### src/design/slsm_params.svh
// constants of the serial lane sample mapper
`ifndef SLSM_PARAMS_SVH
`define SLSM_PARAMS_SVH
`define SLSM_FMT_W        5
`define SLSM_FMT_8_S16    5'h06
`define SLSM_FMT_8_D8     5'h07
`define SLSM_FMT_8_D16    5'h08
`define SLSM_FMT_15_D4_L4 5'h0a
`define SLSM_FMT_15_D4_L8 5'h0b
`define SLSM_FMT_15_D4_L16 5'h0c
`define SLSM_FMT_15_D8_L2 5'h0d
`define SLSM_FMT_15_D8_L4 5'h0e
`define SLSM_FMT_15_D8_L8 5'h0f
`define SLSM_FMT_15_D8_L16 5'h10
`define SLSM_FMT_12_S12   5'h13
`define SLSM_WORDS        16
`define SLSM_WORD_W       16
`define SLSM_LANES        16
`define SLSM_LANE_W       32
`define SLSM_SET_LANES    8
`define SLSM_FIFO_DEPTH   8
`endif

### src/design/slsm_pkg.sv
// types shared by the lane mapper and its fifo
`include "slsm_params.svh"
package slsm_pkg;
  typedef enum logic [`SLSM_FMT_W-1:0] {
    SLSM_F8_S16     = `SLSM_FMT_8_S16,
    SLSM_F8_D8      = `SLSM_FMT_8_D8,
    SLSM_F8_D16     = `SLSM_FMT_8_D16,
    SLSM_F15_D4_L4  = `SLSM_FMT_15_D4_L4,
    SLSM_F15_D4_L8  = `SLSM_FMT_15_D4_L8,
    SLSM_F15_D4_L16 = `SLSM_FMT_15_D4_L16,
    SLSM_F15_D8_L2  = `SLSM_FMT_15_D8_L2,
    SLSM_F15_D8_L4  = `SLSM_FMT_15_D8_L4,
    SLSM_F15_D8_L8  = `SLSM_FMT_15_D8_L8,
    SLSM_F15_D8_L16 = `SLSM_FMT_15_D8_L16,
    SLSM_F12_S12    = `SLSM_FMT_12_S12
  } slsm_fmt_t;
  typedef logic [`SLSM_WORDS-1:0][`SLSM_WORD_W-1:0] slsm_words_t;
  typedef logic [`SLSM_LANES-1:0][`SLSM_LANE_W-1:0] slsm_lanes_t;
  typedef struct packed {
    logic [`SLSM_FMT_W-1:0] fmt;
    logic [`SLSM_WORDS-1:0] ovr;
    slsm_words_t            words;
  } slsm_entry_t;
endpackage

### src/design/slsm_fifo_if.sv
// valid/ready carrier between the mapper and its fifo
interface slsm_fifo_if #(parameter int W = 8);
  logic         wr_valid;
  logic         wr_ready;
  logic [W-1:0] wr_data;
  logic         rd_valid;
  logic         rd_ready;
  logic [W-1:0] rd_data;
  modport fifo (input wr_valid, wr_data, rd_ready, output wr_ready, rd_valid, rd_data);
  modport user (output wr_valid, wr_data, rd_ready, input wr_ready, rd_valid, rd_data);
endinterface

### src/design/slsm_fifo.sv
// flop-based fifo with registered full and empty flags
module slsm_fifo #(
  parameter int W = 8,
  parameter int D = 8
) (
  input wire logic  clk_sys,
  input wire logic  rstn,
  slsm_fifo_if.fifo f
);
  localparam int AW = (D > 1) ? $clog2(D) : 1;
  localparam int CW = $clog2(D + 1);
  localparam logic [AW-1:0] LAST = AW'(D - 1);
  localparam logic [CW-1:0] FULL = CW'(D);

  typedef struct packed {
    logic [D-1:0][W-1:0] mem;
    logic [AW-1:0]       wptr;
    logic [AW-1:0]       rptr;
    logic [CW-1:0]       cnt;
    logic                ready;
    logic                avail;
  } slsm_fifo_st_t;

  slsm_fifo_st_t s_q;
  slsm_fifo_st_t s_d;
  logic          push;
  logic          pop;

  assign push = f.wr_valid && s_q.ready;
  assign pop = f.rd_ready && s_q.avail;
  assign f.wr_ready = s_q.ready;
  assign f.rd_valid = s_q.avail;
  assign f.rd_data = s_q.mem[s_q.rptr];

  always_comb begin
    s_d = s_q;
    if (push) begin
      s_d.mem[s_q.wptr] = f.wr_data;
      s_d.wptr = (s_q.wptr == LAST) ? '0 : s_q.wptr + 1'b1;
    end
    if (pop) begin
      s_d.rptr = (s_q.rptr == LAST) ? '0 : s_q.rptr + 1'b1;
    end
    if (push && !pop) begin
      s_d.cnt = s_q.cnt + 1'b1;
    end else if (pop && !push) begin
      s_d.cnt = s_q.cnt - 1'b1;
    end
    s_d.ready = (s_d.cnt != FULL);
    s_d.avail = (s_d.cnt != '0);
  end

  always_ff @(posedge clk_sys or negedge rstn) begin
    if (!rstn) begin
      s_q <= '0;
      s_q.ready <= 1'b1;
    end else begin
      s_q <= s_d;
    end
  end
endmodule

### src/design/slsm_mapper.sv
// sample-to-lane mapper for 8-, 12- and 15-bit link formats
// Operation
// 8-bit single 16-lane: sample 2k on first-set lane k, 2k+1 on second-set lane k.
// 8-bit dual 8-lane: channel one sample k first-set lane k, channel two second-set.
// 8-bit dual 16-lane: samples 0-7 of each channel on lanes 0-7 of its set.
// 15-bit dec-4 4-lane: I and Q words of each channel on lanes 0,1 of its set.
// 15-bit dec-4 8-lane: two I words lanes 0-1, two Q words lanes 2-3.
// 15-bit dec-4 16-lane: four I words lanes 0-3, four Q words lanes 4-7.
// 15-bit dec-8 2-lane: lane 0 carries I in octets 0-1, Q in 2-3.
// 15-bit dec-8 4-lane uses the dec-4 4-lane assignment.
// 15-bit dec-8 8-lane: two I words lanes 0-1, two Q words lanes 2-3.
// 15-bit dec-8 16-lane: four I words lanes 0-3, four Q words lanes 4-7.
// 12-bit single 12-lane: four samples msb-first over three lanes, evens first set.
// decimated lane word: 15-bit sample in upper bits, over-range flag in bit 0.
// receiver must be set to the same link format to unpack lanes.
`include "slsm_params.svh"

module slsm_mapper #(
  parameter int FIFO_DEPTH = `SLSM_FIFO_DEPTH
) (
  input  wire logic                    clk_sys,
  input  wire logic                    rstn,
  input  wire logic [`SLSM_FMT_W-1:0]  link_format_select,
  input  wire logic                    in_valid,
  output logic                         in_ready,
  input  wire slsm_pkg::slsm_words_t   in_samples,
  input  wire logic [`SLSM_WORDS-1:0]  in_overrange,
  output slsm_pkg::slsm_lanes_t        lane_data,
  output logic                         lane_valid,
  input  wire logic                    lane_ready,
  output logic [`SLSM_FMT_W-1:0]       lane_format,
  output logic [`SLSM_LANES-1:0]       lane_active,
  output logic [2:0]                   lane_octets,
  output logic                         format_error
);
  localparam int EW = $bits(slsm_pkg::slsm_entry_t);

  typedef struct packed {
    slsm_pkg::slsm_lanes_t  lanes;
    logic                   valid;
    logic [`SLSM_FMT_W-1:0] fmt;
    logic [`SLSM_LANES-1:0] active;
    logic [2:0]             octets;
    logic                   err;
  } slsm_map_st_t;

  slsm_map_st_t          s_q;
  slsm_map_st_t          s_d;
  slsm_pkg::slsm_entry_t ent_in;
  slsm_pkg::slsm_entry_t ent_out;
  logic                  take;
  slsm_pkg::slsm_words_t dword;
  logic [95:0]           pk_even;
  logic [95:0]           pk_odd;

  slsm_fifo_if #(.W(EW)) fq ();

  slsm_fifo #(
    .W (EW),
    .D (FIFO_DEPTH)
  ) u_fifo (
    .clk_sys (clk_sys),
    .rstn    (rstn),
    .f       (fq)
  );

  // the format travels with each frame through the fifo
  always_comb begin
    ent_in.fmt = link_format_select;
    ent_in.ovr = in_overrange;
    ent_in.words = in_samples;
  end

  // push side straight through; in_ready is the fifo's registered flag
  assign fq.wr_valid = in_valid;
  assign fq.wr_data = ent_in;
  assign ent_out = fq.rd_data;
  // output stage reloads when empty or when its frame is taken
  assign take = !s_q.valid || lane_ready;
  assign fq.rd_ready = take;
  assign in_ready = fq.wr_ready;

  // per word: flagged 15-bit word, and 12-bit packing msb first, evens apart from odds
  for (genvar g = 0; g < `SLSM_WORDS; g++) begin : g_word
    assign dword[g] = {ent_out.words[g][14:0], ent_out.ovr[g]};
    if (g % 2 == 0) begin : g_even
      assign pk_even[95-6*g -: 12] = ent_out.words[g][11:0];
    end else begin : g_odd
      assign pk_odd[95-6*(g-1) -: 12] = ent_out.words[g][11:0];
    end
  end

  // one frame of lane words, left-justified, octet 0 in bits 31:24
  function automatic slsm_pkg::slsm_lanes_t slsm_map(
    input logic [`SLSM_FMT_W-1:0] fmt,
    input slsm_pkg::slsm_words_t  w,
    input slsm_pkg::slsm_words_t  dw,
    input logic [95:0]            pe,
    input logic [95:0]            po
  );
    slsm_pkg::slsm_lanes_t l;
    l = '0;
    case (fmt)
      `SLSM_FMT_8_S16: begin
        for (int k = 0; k < 8; k++) begin
          l[k] = {w[2*k][7:0], 24'h0};
          l[k+8] = {w[2*k+1][7:0], 24'h0};
        end
      end
      `SLSM_FMT_8_D8: begin
        for (int k = 0; k < 4; k++) begin
          l[k] = {w[k][7:0], 24'h0};
          l[k+8] = {w[k+8][7:0], 24'h0};
        end
      end
      `SLSM_FMT_8_D16: begin
        for (int k = 0; k < `SLSM_LANES; k++) begin
          l[k] = {w[k][7:0], 24'h0};
        end
      end
      `SLSM_FMT_15_D4_L4, `SLSM_FMT_15_D8_L4: begin
        for (int c = 0; c < 2; c++) begin
          l[8*c] = {dw[8*c], 16'h0};
          l[8*c+1] = {dw[8*c+4], 16'h0};
        end
      end
      `SLSM_FMT_15_D4_L8, `SLSM_FMT_15_D8_L8: begin
        for (int c = 0; c < 2; c++) begin
          for (int k = 0; k < 2; k++) begin
            l[8*c+k] = {dw[8*c+k], 16'h0};
            l[8*c+k+2] = {dw[8*c+k+4], 16'h0};
          end
        end
      end
      `SLSM_FMT_15_D4_L16, `SLSM_FMT_15_D8_L16: begin
        for (int k = 0; k < `SLSM_LANES; k++) begin
          l[k] = {dw[k], 16'h0};
        end
      end
      `SLSM_FMT_15_D8_L2: begin
        l[0] = {dw[0], dw[4]};
        l[8] = {dw[8], dw[12]};
      end
      `SLSM_FMT_12_S12: begin
        for (int k = 0; k < 6; k++) begin
          l[k] = {pe[95-16*k -: 16], 16'h0};
          l[k+8] = {po[95-16*k -: 16], 16'h0};
        end
      end
      default: begin
        l = '0;
      end
    endcase
    return l;
  endfunction

  // next output frame and its side information
  always_comb begin
    s_d = s_q;
    if (lane_ready) begin
      s_d.valid = 1'b0;
    end
    if (take && fq.rd_valid) begin
      s_d.valid = 1'b1;
      s_d.fmt = ent_out.fmt;
      s_d.lanes = slsm_map(ent_out.fmt, ent_out.words, dword, pk_even, pk_odd);
      s_d.err = 1'b0;
      // lane shape: lanes in use and octets per lane frame
      case (ent_out.fmt)
        `SLSM_FMT_8_S16, `SLSM_FMT_8_D16: begin
          s_d.active = 16'hffff;
          s_d.octets = 3'h1;
        end
        `SLSM_FMT_8_D8: begin
          s_d.active = 16'h0f0f;
          s_d.octets = 3'h1;
        end
        `SLSM_FMT_15_D4_L4, `SLSM_FMT_15_D8_L4: begin
          s_d.active = 16'h0303;
          s_d.octets = 3'h2;
        end
        `SLSM_FMT_15_D4_L8, `SLSM_FMT_15_D8_L8: begin
          s_d.active = 16'h0f0f;
          s_d.octets = 3'h2;
        end
        `SLSM_FMT_15_D4_L16, `SLSM_FMT_15_D8_L16: begin
          s_d.active = 16'hffff;
          s_d.octets = 3'h2;
        end
        `SLSM_FMT_15_D8_L2: begin
          s_d.active = 16'h0101;
          s_d.octets = 3'h4;
        end
        `SLSM_FMT_12_S12: begin
          s_d.active = 16'h3f3f;
          s_d.octets = 3'h2;
        end
        default: begin
          // unknown format: frame goes out all zero, flagged
          s_d.active = 16'h0000;
          s_d.octets = 3'h0;
          s_d.err = 1'b1;
        end
      endcase
    end
  end

  always_ff @(posedge clk_sys or negedge rstn) begin
    if (!rstn) begin
      s_q <= '0;
    end else begin
      s_q <= s_d;
    end
  end

  // every output but in_ready straight from the stage register
  assign lane_data = s_q.lanes;
  assign lane_valid = s_q.valid;
  assign lane_format = s_q.fmt;
  assign lane_active = s_q.active;
  assign lane_octets = s_q.octets;
  assign format_error = s_q.err;
endmodule

### config.mk
export PLATFORM = sky130hd
export DESIGN_NAME = slsm_mapper
export DESIGN_NICKNAME = d
export VERILOG_FILES = /design/src/design/slsm_pkg.sv /design/src/design/slsm_fifo_if.sv /design/src/design/slsm_fifo.sv /design/src/design/slsm_mapper.sv
export VERILOG_INCLUDE_DIRS = /design/src /design/src/design
export SDC_FILE = /design/constraint.sdc
export NUM_CORES = 2
export LEC_CHECK = 0
export BUFFER_PORTS_ARGS = -buffer_cell sky130_fd_sc_hd__buf_2
export CAP_MARGIN = 20
export CORE_ASPECT_RATIO = 1.5
export CORE_MARGIN = 2
export CORE_UTILIZATION = 38
export DETAILED_ROUTE_END_ITERATION = 16
export PLACE_DENSITY_LB_ADDON = 0.1
export SLEW_MARGIN = 0
export SYNTH_ARGS = -nofsm -noshare
export SYNTH_HDL_FRONTEND = slang
export SYNTH_SLANG_ARGS = --single-unit
export TNS_END_PERCENT = 20
### constraint.sdc
create_clock -name clk_sys -period 3.3 [get_ports clk_sys]
set_clock_uncertainty 0.2 [all_clocks]
set_input_delay 0.33 -clock clk_sys [delete_from_list [all_inputs] [get_ports clk_sys]]
set_output_delay 0.33 -clock clk_sys [all_outputs]
set_load 0.02 [all_outputs]
==> summary.md <==
| Metric | Value |
|---|---|
| Dpl cells | `11700` |
| Area Growth Syn to Fin | `21.9%` |
| Row count | `240` |
| Status | `finished, violations left` |
| Total Die Area | `291000 um^2` |
| GRT overflow | `0` |
| H-tree depth | `4` |
| Vias/cell | `5.63` |
| Req. time, crit path | `3.87 ns` |
| Synth Area in Simple Gates | `0.0177` |
| Hold Violations, Final | `0` |
| Final Util | `0.466` |
| CTS Buf Count | `245` |
| Chip width | `441 um` |
| DRT Pass-1 Iters | `8` |
| Seq pwr share | `0.321` |
| CP max FO | `15` |
| First-pass GRT wire length | `563 mm` |
| Pwr/cell area | `1200 nW/um^2` |
| Clk pin slew, worst setup/hold paths | `0.07 ns` |
| Fin cells | `12500` |
| Syn_area_per_cell | `15.1 um^2` |
| Share of post-route cells with drive strength above 1 | `0.519` |
| Fin area | `133000 um^2` |
| Adder-Cell Fraction of Synth Area | `0.000689` |
| Fraction of the yosys area taken by sequential cells | `0.552` |
| # IOs | `820` |
| Drt drc | `0` |
| Comb pwr share | `0.497` |
| R2R cell count | `8` |
| Sw Ratio | `0.386` |
| Largest net degree at the start of global routing | `152` |
| Clock Tree Buf Depth | `4` |
| FF+latch count, synth | `2403` |
| Fillers | `25200` |
| Starting density of the core | `0.382` |
| Remaining antenna violation count after routing | `0` |
| Syn Inst Count | `7234` |
| Failing checks | `negative setup slack` |
| Least-Margin Pin Slew | `1.16 ns` |
| Mapped Area | `109000 um^2` |
| FF-to-FF End | `lane_data[281]$_DFFE_PN0P_` |
| Iteration-0 DRC count of the detailed router | `5469` |
| Number of warnings issued by yosys | `0` |
| Worst setup SP type | `flop` |
| Placed Area | `121000 um^2` |
| CTS Sinks | `2403` |
| Via count | `70300` |
| Port bufs | `579` |
| Post-synthesis compound-gate area fraction | `0.0402` |
| Final worst setup slack | `-0.0812 ns` |
| Max Slew Vio Count | `0` |
| R2R Path Start | `u_fifo.s_q[6]$_DFFE_PN0P_` |
| Critical path type | `reg -> reg` |
| Arrival time at the worst endpoint | `3.95 ns` |
| Min Tclk post-route | `3.38 ns` |
| Worst Setup End Kind | `flop` |
| Post-synth ARST share | `1.00` |
| Root Driver | `clkbuf_16` |
| Synth unique cells | `61` |
| P_sw | `61300 uW` |
| Final wirelength | `395 mm` |
| Clk_lat worst skew | `0.92 ns` |
| Worst R2R Setup Slack | `-0.08 ns` |
| LEAKAGE | `0.0567 uW` |
| Gr usage total | `0.269` |
| Gpl congestion | `0.907` |
| Peak supply drop | `0.628 mV` |
| WL/cell | `31.7 um` |
| Die H | `660 um` |
| Mux contribution to synthesized area | `0.352` |
| Top FF cell, synth | `dfrtp_1` |
| Nets@finish | `8776` |
| Number of synthesized flops with an enable pin | `0` |
| Fmax | `296 MHz` |
| Clock group share of total power | `0.182` |
| CORE AREA | `285000 um^2` |
| Post-DP HPWL | `279 mm` |
| TritonCTS clock tree | `built` |
| XOR/XNOR Fraction of Synth Area | `0.000322` |
| Relative slew slack | `0.224` |
| Max_cap viols | `0` |
| Period utilization | `1.02` |
| Worst hold-check path type | `in -> async` |
| Vias in the first global route | `73500` |
| Largest family of logic cells by synthesized area | `multiplexers` |
| RSZ-0062 raised after global routing | `yes` |
| Int Pwr | `97500 uW` |
| Initial antenna violation count | `103` |
| Final setup vio count | `2` |
worst max-delay path: stages, from the launching register on:
cell	delay, ns
dfrtp_4	0.47
buf_12	0.11
buf_16	0.22
buf_12	0.17
buf_12	0.18
mux4_2	0.53
mux2_2	0.47
a222oi_1	0.63
o221ai_1	0.20
area by class of cell:
| type | count | area (um^2) | area share |
|---|---|---|---|
| antenna | 38 | 95.1 | 0.000717 |
| sequential | 2403 | 60100 | 0.453 |
| clock inverter | 80 | 1000 | 0.00755 |
| clock buffer | 362 | 7230 | 0.0545 |
| multi-input combinational | 4268 | 46000 | 0.347 |
| timing repair buffer | 1541 | 13400 | 0.101 |
| inverter | 30 | 115 | 0.000868 |
| tap | 3751 | 4690 | 0.0354 |
cells in the mapped netlist (71+ instances only):
master    count  area (um^2)
mux4_2      522        11800
clkbuf_1    370         1390
o21ai_0     139          696
o21ai_1     104          521
nor2_1       77          289
o22ai_1      71          444
nand2_1     367         1380
dfrtp_1    2402        60100
buf_2       119          596
mux2i_1     131         1310
mux2_2     2236        25200
buf_4       236         1770
power by group through the flow:
stage	registers (uW)	clock network (uW)	logic, uW
4_1_cts	50800	29600	78100
5_1_grt	52500	30800	81800
2_1_floorplan	49400	0	40800
3_3_place_gp	50500	0	75800
3_5_place_dp	51500	0	76600
6_report	51000	28900	78900
routing by layer:
metal | vias to the layer above | GRT usage | wire length [um]
met4 | 40 | 0.124 | 22200
met1 | 37900 | 0.342 | 156000
met5 | - | 0 | 241
met3 | 748 | 0.0703 | 31200
li1 | 29100 | - | -
met2 | 2499 | 0.429 | 185000
repair_timing:
item                        CTS  global route
hold endpoints to repair   4374             0
setup buffers                22            15
setup endpoints to repair   168           142
gates resized for setup      28            49
gates cloned                  3             4
hold buffers                268             0
pin swaps                     5            12
registers in the layout, summed over array words and instances, names as in the netlist:
| register | cells |
|---|---|
| u_fifo.s_q | 2098 |
| lane_data | 288 |
| lane_active | 5 |
| lane_format | 5 |
| lane_octets | 3 |
| format_error | 1 |
| lane_valid | 1 |
| u_fifo.f.rd_valid | 1 |
| u_fifo.f.wr_ready | 1 |
layout by cell type, fill, tap and decap left out, types with 9 or more instances in the layout:
cell and count:
dlygate4sd3_1 267, o21ai_1 100, a211oi_1 30, clkbuf_8 64
conb_1 224, mux2i_1 125, nor3_1 9, bufinv_16 19
nand2_1 360, dfrtp_1 2399, clkbuf_16 248, nor2_1 67
diode_2 38, clkbuf_1 52, a222oi_1 37, mux4_2 522
o21ai_0 134, buf_6 15, a22o_1 11, clkinv_2 44
o221ai_1 50, a221oi_1 50, buf_12 184, inv_1 29
mux2_2 2229, a21oi_1 42, buf_2 578, o31ai_1 32
o22ai_1 70, buf_4 485, a22oi_1 32
per-stage QoR:
stage	power (uW)	setup WS (ns)	setup TNS (ns)	hold slack, ns
floorplan	90200	0.272	0	-0.166
global placement	126000	-0.594	-7.32	0.0822
detailed placement	128000	-0.554	-11.01	0.0933
CTS	159000	-0.00342	-0.00587	0.00142
global route	165000	-0.0241	-0.106	0.0559
finish	159000	-0.0812	-0.122	0.0595
logic make-up (layout without fill, tap and decap cells):
kind of cell	Yosys count	in the layout
xor gates and xnor gates	4	4
other	1	262
and+or+nand+nor	487	487
AOI/OAI and AO/OA	652	653
adders and majority gates	6	6
muxes	2894	2894
DFF	2403	2403
buffers and inverters	787	2013
how the worst max path moves through the flow:
stage / endpoint / cells past startpoint / start
3_5_place_dp: lane_data[84]$_DFFE_PN0P_ / 10 / u_fifo.s_q[6]$_DFFE_PN0P_
3_3_place_gp: lane_data[52]$_DFFE_PN0P_ / 9 / u_fifo.s_q[6]$_DFFE_PN0P_
5_1_grt: lane_data[285]$_DFFE_PN0P_ / 11 / u_fifo.s_q[6]$_DFFE_PN0P_
4_1_cts: lane_data[50]$_DFFE_PN0P_ / 12 / u_fifo.s_q[6]$_DFFE_PN0P_
6_report: lane_data[281]$_DFFE_PN0P_ / 8 / u_fifo.s_q[6]$_DFFE_PN0P_
2_1_floorplan: lane_data[479]$_DFFE_PN0P_ / 8 / u_fifo.s_q[6]$_DFFE_PN0P_
Note: power is estimated with default switching activity, not from simulation.
